[src/inc/slb_pkg.sv]
// slb_pkg: shared constants of the strap latch and boot configuration block
// assumes a single 250 MHz system clock and an Avalon-MM register port
package slb_pkg;

  // strap vector layout
  localparam int STRAP_W = 4;
  localparam int BIT_BOOT_A = 0;
  localparam int BIT_SUPPLY = 1;
  localparam int BIT_BOOT_B = 2;
  localparam int BIT_DEBUG = 3;

  // weak pulls applied while reset holds the straps
  localparam logic [3:0] PULL_UP_MASK = 4'h1;
  localparam logic [3:0] PULL_DN_MASK = 4'h6;

  // timing
  localparam int CLK_MHZ = 250;
  localparam int T_HOLD_MS = 3;
  localparam int HOLD_CYCLES = T_HOLD_MS * CLK_MHZ * 1000;

  // register map, byte addresses
  localparam int ADDR_W = 4;
  localparam logic [3:0] OFS_STRAP = 4'h0;
  localparam logic [3:0] OFS_CTRL = 4'h4;
  localparam logic [3:0] OFS_DECODE = 4'h8;

  // field positions
  localparam int STS_VALID = 8;
  localparam int CTRL_LOG_OFF = 0;
  localparam int DEC_BOOT_FLASH = 0;
  localparam int DEC_BOOT_BAD = 1;
  localparam int DEC_DBG_PADS = 2;
  localparam int DEC_DBG_USB = 3;
  localparam int DEC_SUPPLY_1V8 = 4;
  localparam int DEC_LOG_EN = 5;

  // reset values
  localparam logic [3:0] RST_STRAP = 4'h0;
  localparam logic RST_LOG_OFF = 1'b0;
  localparam logic [31:0] RST_RDATA = 32'h0000_0000;

  typedef enum logic [2:0] {
    ST_PULL = 3'b001,
    ST_HOLD = 3'b010,
    ST_RUN  = 3'b100
  } slb_state_t;

endpackage

[src/core/slb_strap_latch.sv]
// slb_strap_latch: samples the four strap pins at reset, holds them, and
// publishes them and their decoded boot settings over Avalon-MM
// assumes strap and power-up pins are asynchronous; fuses and the system
// reset event come from logic on i_clk_sys
//
// The Avalon-MM slave port and the placing of the registers are this design's own decisions.
`timescale 1ns/1ps
module slb_strap_latch
  import slb_pkg::*;
#(
  parameter int HOLD_CNT = HOLD_CYCLES
) (
  // clock and reset
  input wire logic i_clk_sys,
  input wire logic i_resetn,
  // pins
  input wire logic i_chip_power_up,
  input wire logic i_boot_strap_a,
  input wire logic i_supply_strap,
  input wire logic i_boot_strap_b,
  input wire logic i_debug_source_strap,
  // other system reset sources, one-cycle pulse
  input wire logic i_sys_reset_evt,
  // fuse bits
  input wire logic i_jtag_strap_select_fuse,
  input wire logic i_usb_debug_disable_fuse,
  input wire logic i_pad_debug_disable_fuse,
  input wire logic i_flash_supply_force_fuse,
  input wire logic i_flash_supply_level_fuse,
  input wire logic i_log_disable_fuse,
  // avalon-mm slave
  input wire logic [ADDR_W-1:0] i_avs_address,
  input wire logic i_avs_read,
  input wire logic i_avs_write,
  input wire logic [31:0] i_avs_writedata,
  input wire logic [3:0] i_avs_byteenable,
  output logic [31:0] o_avs_readdata,
  output logic o_avs_waitrequest,
  // pin control
  output logic [STRAP_W-1:0] o_strap_pull_up,
  output logic [STRAP_W-1:0] o_strap_pull_down,
  output logic o_strap_release,
  // decoded settings
  output logic o_strap_valid,
  output logic o_boot_flash,
  output logic o_boot_bad,
  output logic o_dbg_pads,
  output logic o_dbg_usb,
  output logic o_supply_1v8,
  output logic o_log_en
);

  localparam int CNT_W = $clog2(HOLD_CNT + 1);
  localparam logic [CNT_W-1:0] CNT_LAST = CNT_W'(HOLD_CNT - 1);

  // pin synchronisation
  logic [STRAP_W:0] pins_async;
  logic [STRAP_W:0] pins_sync;
  logic pu_sync;
  logic [STRAP_W-1:0] strap_sync;

  assign pins_async[BIT_BOOT_A] = i_boot_strap_a;
  assign pins_async[BIT_SUPPLY] = i_supply_strap;
  assign pins_async[BIT_BOOT_B] = i_boot_strap_b;
  assign pins_async[BIT_DEBUG] = i_debug_source_strap;
  assign pins_async[STRAP_W] = i_chip_power_up;

  slb_sync #(
    .W(STRAP_W + 1)
  ) u_sync (
    .i_clk_sys(i_clk_sys),
    .i_resetn(i_resetn),
    .i_async(pins_async),
    .o_sync(pins_sync)
  );

  assign pu_sync = pins_sync[STRAP_W];
  assign strap_sync = pins_sync[STRAP_W-1:0];

  // strap sequencer
  slb_state_t state_q, state_d;
  logic [CNT_W-1:0] cnt_q, cnt_d;
  logic [STRAP_W-1:0] strap_q, strap_d;
  logic valid_q, valid_d;
  logic capture_q, capture_d;
  logic [STRAP_W-1:0] pull_up_q, pull_up_d;
  logic [STRAP_W-1:0] pull_dn_q, pull_dn_d;
  logic release_q, release_d;

  always_comb begin
    state_d = state_q;
    cnt_d = cnt_q;
    strap_d = strap_q;
    valid_d = valid_q;
    capture_d = 1'b0;
    case (state_q)
      ST_PULL: begin
        cnt_d = '0;
        if (pu_sync) begin
          state_d = ST_HOLD;
        end
      end
      ST_HOLD: begin
        // sample at the end of the hold window, when levels are settled
        if (!pu_sync) begin
          state_d = ST_PULL;
        end else if (cnt_q == CNT_LAST) begin
          strap_d = strap_sync;
          valid_d = 1'b1;
          capture_d = 1'b1;
          state_d = ST_RUN;
        end else begin
          cnt_d = cnt_q + 1'b1;
        end
      end
      ST_RUN: begin
        state_d = ST_RUN;
      end
      default: state_d = ST_PULL;
    endcase
    // any system reset source starts a fresh sampling pass
    if (i_sys_reset_evt || (state_q != ST_PULL && !pu_sync &&
        state_q != ST_HOLD)) begin
      state_d = ST_PULL;
      valid_d = 1'b0;
      cnt_d = '0;
    end
    // pulls only while the straps are being sampled
    if (state_d == ST_RUN) begin
      pull_up_d = '0;
      pull_dn_d = '0;
      release_d = 1'b1;
    end else begin
      pull_up_d = PULL_UP_MASK;
      pull_dn_d = PULL_DN_MASK;
      release_d = 1'b0;
    end
  end

  always_ff @(posedge i_clk_sys or negedge i_resetn) begin
    if (!i_resetn) begin
      state_q <= ST_PULL;
      cnt_q <= '0;
      strap_q <= RST_STRAP;
      valid_q <= 1'b0;
      capture_q <= 1'b0;
      pull_up_q <= PULL_UP_MASK;
      pull_dn_q <= PULL_DN_MASK;
      release_q <= 1'b0;
    end else begin
      state_q <= state_d;
      cnt_q <= cnt_d;
      strap_q <= strap_d;
      valid_q <= valid_d;
      capture_q <= capture_d;
      pull_up_q <= pull_up_d;
      pull_dn_q <= pull_dn_d;
      release_q <= release_d;
    end
  end

  // software control register
  logic log_off_q, log_off_d;

  // decoded settings
  logic boot_flash, boot_bad, dbg_pads, dbg_usb, supply_1v8, log_en;

  slb_decode u_decode (
    .i_clk_sys(i_clk_sys),
    .i_resetn(i_resetn),
    .i_strap(strap_q),
    .i_capture(capture_q),
    .i_jtag_strap_select_fuse(i_jtag_strap_select_fuse),
    .i_usb_debug_disable_fuse(i_usb_debug_disable_fuse),
    .i_pad_debug_disable_fuse(i_pad_debug_disable_fuse),
    .i_flash_supply_force_fuse(i_flash_supply_force_fuse),
    .i_flash_supply_level_fuse(i_flash_supply_level_fuse),
    .i_log_disable_fuse(i_log_disable_fuse),
    .i_log_off(log_off_q),
    .o_boot_flash(boot_flash),
    .o_boot_bad(boot_bad),
    .o_dbg_pads(dbg_pads),
    .o_dbg_usb(dbg_usb),
    .o_supply_1v8(supply_1v8),
    .o_log_en(log_en)
  );

  // avalon slave: one wait cycle, answer on the second edge of a request
  logic wait_q, wait_d;
  logic [31:0] rdata_q, rdata_d;
  logic req;

  assign req = i_avs_read | i_avs_write;

  always_comb begin
    wait_d = 1'b1;
    rdata_d = rdata_q;
    log_off_d = log_off_q;
    if (req && wait_q) begin
      wait_d = 1'b0;
      rdata_d = RST_RDATA;
      if (i_avs_address == OFS_STRAP) begin
        rdata_d[STRAP_W-1:0] = strap_q;
        rdata_d[STS_VALID] = valid_q;
      end else if (i_avs_address == OFS_CTRL) begin
        rdata_d[CTRL_LOG_OFF] = log_off_q;
      end else if (i_avs_address == OFS_DECODE) begin
        rdata_d[DEC_BOOT_FLASH] = boot_flash;
        rdata_d[DEC_BOOT_BAD] = boot_bad;
        rdata_d[DEC_DBG_PADS] = dbg_pads;
        rdata_d[DEC_DBG_USB] = dbg_usb;
        rdata_d[DEC_SUPPLY_1V8] = supply_1v8;
        rdata_d[DEC_LOG_EN] = log_en;
      end
    end
    // write lands on the completing edge, when waitrequest is low
    if (i_avs_write && !wait_q && i_avs_address == OFS_CTRL &&
        i_avs_byteenable[0]) begin
      log_off_d = i_avs_writedata[CTRL_LOG_OFF];
    end
  end

  always_ff @(posedge i_clk_sys or negedge i_resetn) begin
    if (!i_resetn) begin
      wait_q <= 1'b1;
      rdata_q <= RST_RDATA;
      log_off_q <= RST_LOG_OFF;
    end else begin
      wait_q <= wait_d;
      rdata_q <= rdata_d;
      log_off_q <= log_off_d;
    end
  end

  assign o_avs_readdata = rdata_q;
  assign o_avs_waitrequest = wait_q;
  assign o_strap_pull_up = pull_up_q;
  assign o_strap_pull_down = pull_dn_q;
  assign o_strap_release = release_q;
  assign o_strap_valid = valid_q;
  assign o_boot_flash = boot_flash;
  assign o_boot_bad = boot_bad;
  assign o_dbg_pads = dbg_pads;
  assign o_dbg_usb = dbg_usb;
  assign o_supply_1v8 = supply_1v8;
  assign o_log_en = log_en;

endmodule

[src/core/slb_sync.sv]
// slb_sync: two-flop synchroniser for a group of pin levels
// assumes inputs are asynchronous to i_clk_sys
`timescale 1ns/1ps
module slb_sync #(
  parameter int W = 5
) (
  // clock and reset
  input wire logic i_clk_sys,
  input wire logic i_resetn,
  // pins in, synchronised levels out
  input wire logic [W-1:0] i_async,
  output logic [W-1:0] o_sync
);

  logic [W-1:0] meta_q;
  logic [W-1:0] sync_q;

  genvar g;
  generate
    for (g = 0; g < W; g++) begin : g_bit
      always_ff @(posedge i_clk_sys or negedge i_resetn) begin
        if (!i_resetn) begin
          meta_q[g] <= 1'b0;
          sync_q[g] <= 1'b0;
        end else begin
          meta_q[g] <= i_async[g];
          sync_q[g] <= meta_q[g];
        end
      end
    end
  endgenerate

  assign o_sync = sync_q;

endmodule

[src/core/slb_decode.sv]
// slb_decode: turns latched straps and fuse bits into boot settings
// assumes i_capture pulses once when the strap latch takes its value
`timescale 1ns/1ps
module slb_decode
  import slb_pkg::*;
(
  // clock and reset
  input wire logic i_clk_sys,
  input wire logic i_resetn,
  // latched straps and capture strobe
  input wire logic [STRAP_W-1:0] i_strap,
  input wire logic i_capture,
  // fuse bits
  input wire logic i_jtag_strap_select_fuse,
  input wire logic i_usb_debug_disable_fuse,
  input wire logic i_pad_debug_disable_fuse,
  input wire logic i_flash_supply_force_fuse,
  input wire logic i_flash_supply_level_fuse,
  input wire logic i_log_disable_fuse,
  // software log suppression
  input wire logic i_log_off,
  // decoded settings
  output logic o_boot_flash,
  output logic o_boot_bad,
  output logic o_dbg_pads,
  output logic o_dbg_usb,
  output logic o_supply_1v8,
  output logic o_log_en
);

  logic boot_flash_q, boot_flash_d;
  logic boot_bad_q, boot_bad_d;
  logic dbg_pads_q, dbg_pads_d;
  logic dbg_usb_q, dbg_usb_d;
  logic supply_1v8_q, supply_1v8_d;
  logic log_en_q, log_en_d;

  always_comb begin
    boot_flash_d = boot_flash_q;
    boot_bad_d = boot_bad_q;
    dbg_pads_d = dbg_pads_q;
    dbg_usb_d = dbg_usb_q;
    supply_1v8_d = supply_1v8_q;
    // boot, debug and supply settings only move at capture, so they stay fixed afterwards
    if (i_capture) begin
      boot_flash_d = i_strap[BIT_BOOT_A];
      boot_bad_d = i_strap[BIT_BOOT_B] & ~i_strap[BIT_BOOT_A];
      dbg_pads_d = 1'b0;
      dbg_usb_d = 1'b0;
      case ({i_usb_debug_disable_fuse, i_pad_debug_disable_fuse})
        2'b00: begin
          if (i_jtag_strap_select_fuse) begin
            dbg_pads_d = ~i_strap[BIT_DEBUG];
            dbg_usb_d = i_strap[BIT_DEBUG];
          end else begin
            dbg_usb_d = 1'b1;
          end
        end
        2'b01: dbg_usb_d = 1'b1;
        2'b10: dbg_pads_d = 1'b1;
        default: begin
          dbg_pads_d = 1'b0;
          dbg_usb_d = 1'b0;
        end
      endcase
      if (i_flash_supply_force_fuse) begin
        supply_1v8_d = ~i_flash_supply_level_fuse;
      end else begin
        supply_1v8_d = i_strap[BIT_SUPPLY];
      end
    end
    // console and usb log both on unless register or fuse says off
    log_en_d = ~(i_log_off | i_log_disable_fuse);
  end

  always_ff @(posedge i_clk_sys or negedge i_resetn) begin
    if (!i_resetn) begin
      boot_flash_q <= 1'b0;
      boot_bad_q <= 1'b0;
      dbg_pads_q <= 1'b0;
      dbg_usb_q <= 1'b0;
      supply_1v8_q <= 1'b0;
      log_en_q <= 1'b0;
    end else begin
      boot_flash_q <= boot_flash_d;
      boot_bad_q <= boot_bad_d;
      dbg_pads_q <= dbg_pads_d;
      dbg_usb_q <= dbg_usb_d;
      supply_1v8_q <= supply_1v8_d;
      log_en_q <= log_en_d;
    end
  end

  assign o_boot_flash = boot_flash_q;
  assign o_boot_bad = boot_bad_q;
  assign o_dbg_pads = dbg_pads_q;
  assign o_dbg_usb = dbg_usb_q;
  assign o_supply_1v8 = supply_1v8_q;
  assign o_log_en = log_en_q;

endmodule

[config.mk]
export PLATFORM = sky130hd
export DESIGN_NAME = slb_strap_latch
export DESIGN_NICKNAME = d
export VERILOG_FILES = /design/src/inc/slb_pkg.sv /design/src/core/slb_strap_latch.sv /design/src/core/slb_sync.sv /design/src/core/slb_decode.sv
export SDC_FILE = /design/constraint.sdc
export NUM_CORES = 1
export LEC_CHECK = 0
export BUFFER_PORTS_ARGS = -buffer_cell sky130_fd_sc_hd__buf_2
export CAP_MARGIN = 30
export CORE_UTILIZATION = 53
export DETAILED_ROUTE_END_ITERATION = 8
export GPL_TIMING_DRIVEN = 0
export PLACE_DENSITY = 0.85
export SYNTH_ARGS = -nofsm -noshare
export SYNTH_HDL_FRONTEND = slang
export SYNTH_SLANG_ARGS = --single-unit
[constraint.sdc]
create_clock -name i_clk_sys -period 4.1 [get_ports i_clk_sys]
set_clock_uncertainty 0.05 [all_clocks]
set_input_delay 0.82 -clock i_clk_sys [delete_from_list [all_inputs] [get_ports i_clk_sys]]
set_output_delay 0.82 -clock i_clk_sys [all_outputs]
set_load 0.02 [all_outputs]
==> results.yml <==
clock_network:
  clock-sinks: 56
  post_cts_resized: 0
  clockRootBuffer: "clkbuf_8"
  clkTransAtPathRegs_ps: 90
  cts_tree: "done"
  h-tree-depth: 2
  numCtsBuffers: 5
  cts_setup_buffers: 0
  cts_buffer_depth: 2
  insertion_delay_ps: 300
  holdBufCountCts: 0
power:
  power.density_nw_per_um2: 290.4
  p_leak_uw: 0.001612
  peakVddDrop_mv: 0.2271
drt:
  dr.pass1.iters: 4
  vias: 2244
  drtAntennaViolNets: 0
  drc: 0
  wl_per_cell_um: 12.23
  vias_per_cell: 5.280
  wl_mm: 5.197
  drt_iter0_markers: 118
global_routing:
  grt_max_degree: 36
  grt_antenna_before_repair: 0
  grt_usage_pct: 19.79
  grt_overflow: 0
  grt_pass1_vias: 1911
  grt_pass1_wl_mm: 8.452
placed_design:
  dpl_cell_area_sq_um: 3246
  dp_hpwl_mm: 3.787
  gp_congestion: 0.8435
  post-place-ws_ps: 1548
  port_buffers: 39
sta:
  setup_viol: 0
  period_share_pct: 58.99
  tns_ps: 0
  holdWs_ps: 304.1
  finalWorstSetupSlack_ps: 1682
  max_freq_mhz: 413.5
  rsz0062_at_grt: "no"
  finalMaxSlewViolations: 0
  hold_viol: 0
  relSlewSlack_pct: 42.68
  period_minus_slack_ps: 2418
  max_slew.worst_pin.slew_ps: 859.8
synthesis:
  synth_seq_cells: 56
  syn_area_per_cell_sq_um: 10.19
  ys.warnings.count: 0
  netlist_area_sq_um: 2834
  yosysSeqAreaShare_pct: 49.58
  synthTopCellsByArea: "dfrtp_1, buf_4, nand3_1"
  synth_top_area_share_pct: 46.80
  async_flop_share_pct: 100.0
  synth_top_cell_by_area: "dfrtp_1"
  ys_types: 52
  synthFlopType: "dfrtp_1"
  netlist_instances: 278
  synth_edf_count: 0
run_status:
  status: "finished, final reports clean"
critical_path:
  crit_path_end_kind: "flop"
  critPathRequiredTime_ps: 4290
  cp_cell_sequence: "ha_1 > nand3_1 > nor3_1 > nand2_1 > a21oi_1 > a221o_1"
  slowest_stage: "a21oi_1"
  cp_max_fo: 9
  critPathLaunchType: "flop"
  crit_type: "flop to flop"
  cp.arrival_ps: 2610
  max_stage_delay_ps: 690
final_layout:
  nets: 411
  postLayoutCoreUtil_pct: 64.87
  fill_cells: 428
  n_antenna_cell: 0
  postLayoutCellArea_sq_um: 3334
  drive_gt1_share_pct: 27.04
  syn2layout_area_growth_pct: 17.66
floorplan:
  die-height_um: 75.13
  die_w_um: 75.13
  rows: 26
  core_sq_um: 5140
  num_io_pins: 105
  initial_core_util_pct: 55.14
  die-area_sq_um: 5644
min_path:
  min_path_type: "flop to flop"
flow_run:
  drv_cap: 0
flip-flops by register name, indices dropped and copies added (netlist names):
register and flops:
cnt_q 20, o_avs_readdata 7, u_sync.meta_q 5, u_sync.o_sync 5, strap_q 4, state_q 3
capture_q 1, log_off_q 1, o_avs_waitrequest 1, o_strap_pull_down 1, o_strap_release 1, o_strap_valid 1
u_decode.o_boot_bad 1, u_decode.o_boot_flash 1, u_decode.o_dbg_pads 1, u_decode.o_dbg_usb 1, u_decode.o_log_en 1, u_decode.o_supply_1v8 1
logic make-up (layout without fill, tap and decap cells):
logic type               count (synthesis)  count (layout)  synth area share, %
AND/OR/NAND/NOR                         98              98                19.74
AO/OA/AOI/OAI                           57              57                13.47
flip-flops                              56              56                49.58
buffers and inverters                   50              98                10.99
multiplexers                            14              14                5.342
adder cells (fa/ha/maj)                  1               1               0.4414
other                                    1              30               0.1323
XOR/XNOR                                 1               1               0.3091
routing by layer:
| metal | global-route usage, % | wire length [um] |
|---|---|---|
| met3 | 3.213 | 284 |
| met2 | 32.93 | 2483 |
| met4 | 7.338 | 82 |
| met1 | 26.23 | 2346 |
| met5 | 0 | 0 |
synth_stat cells, drive strengths merged (5+ instances only):
| cell | number |
|---|---|
| a21oi | 11 |
| buf | 36 |
| clkbuf | 7 |
| dfrtp | 53 |
| inv | 7 |
| mux2 | 9 |
| mux2i | 5 |
| nand2 | 21 |
| nand3 | 16 |
| nand4 | 5 |
| nor2 | 12 |
| nor3 | 5 |
| o21ai | 16 |
| or4 | 5 |
metrics by stage:
stage	power [uW]	std cells
after global placement	681.5	416
after floorplan	651.3	307
after CTS	977.6	425
final	968.2	425
after global routing	1010	425
after detailed placement	685.9	417
cells in the final DEF (no fill, tap or decap), types with 4 or more instances in the layout:
| cell type | n |
|---|---|
| a211o_1 | 4 |
| or3_1 | 4 |
| mux2_1 | 4 |
| a31oi_1 | 4 |
| buf_4 | 32 |
| o21ai_0 | 12 |
| clkbuf_8 | 5 |
| o21ai_1 | 4 |
| or4_1 | 5 |
| nor4b_1 | 4 |
| nand3_1 | 16 |
| a21oi_1 | 11 |
| buf_2 | 42 |
| nand2_1 | 19 |
| mux2_2 | 5 |
| conb_1 | 30 |
| clkbuf_1 | 8 |
| dfrtp_1 | 53 |
| nor3_1 | 5 |
| nor2_1 | 12 |
| inv_1 | 6 |
| nand4_1 | 5 |
| mux2i_1 | 5 |
power breakdown:
| part | total [uW] | switching (uW) | internal [uW] |
|---|---|---|---|
| Clock | 293 | 172 | 122 |
| Combinational | 106 | 66.3 | 39.9 |
| Sequential | 569 | 5.13 | 563 |
| Total | 968 | 243 | 725 |
cell type report:
cell class | instances | area [sq um] | share of cell area, %
Buffer | 43 | 285.3 | 8.555
Clock buffer | 6 | 72.57 | 2.176
Clock inverter | 2 | 16.27 | 0.4878
Inverter | 7 | 26.28 | 0.7880
Multi-Input combinational cell | 201 | 1226 | 36.77
Sequential cell | 56 | 1405 | 42.14
Tap cell | 70 | 87.58 | 2.627
Timing Repair Buffer | 40 | 215.2 | 6.454
critical path, delay by kind of cell, from the launching register on:
kind / cells / cell delay, ps
AO/OA/AOI/OAI: 2 / 960
adder cells (fa/ha/maj): 1 / 230
flip-flops: 1 / 420
AND/OR/NAND/NOR: 3 / 700
final timing paths:
| path | from | end | slack, ps | depth (start not counted) |
|---|---|---|---|---|
| setup reg to reg | cnt_q[0] | cnt_q[2] | 1680 | 6 |
| min in group asynchronous | i_resetn | u_sync.o_sync[3] | 420 | 1 |
| max in group asynchronous | i_resetn | o_avs_waitrequest | 2970 | 2 |
| hold reg to reg | u_sync.meta_q[1] | u_sync.o_sync[1] | 300 | 0 |
| hold / removal | u_sync.meta_q[1] | u_sync.o_sync[1] | 300 | 0 |
| setup / recovery | cnt_q[0] | cnt_q[2] | 1680 | 6 |
Power figures use the tool's default switching activity.
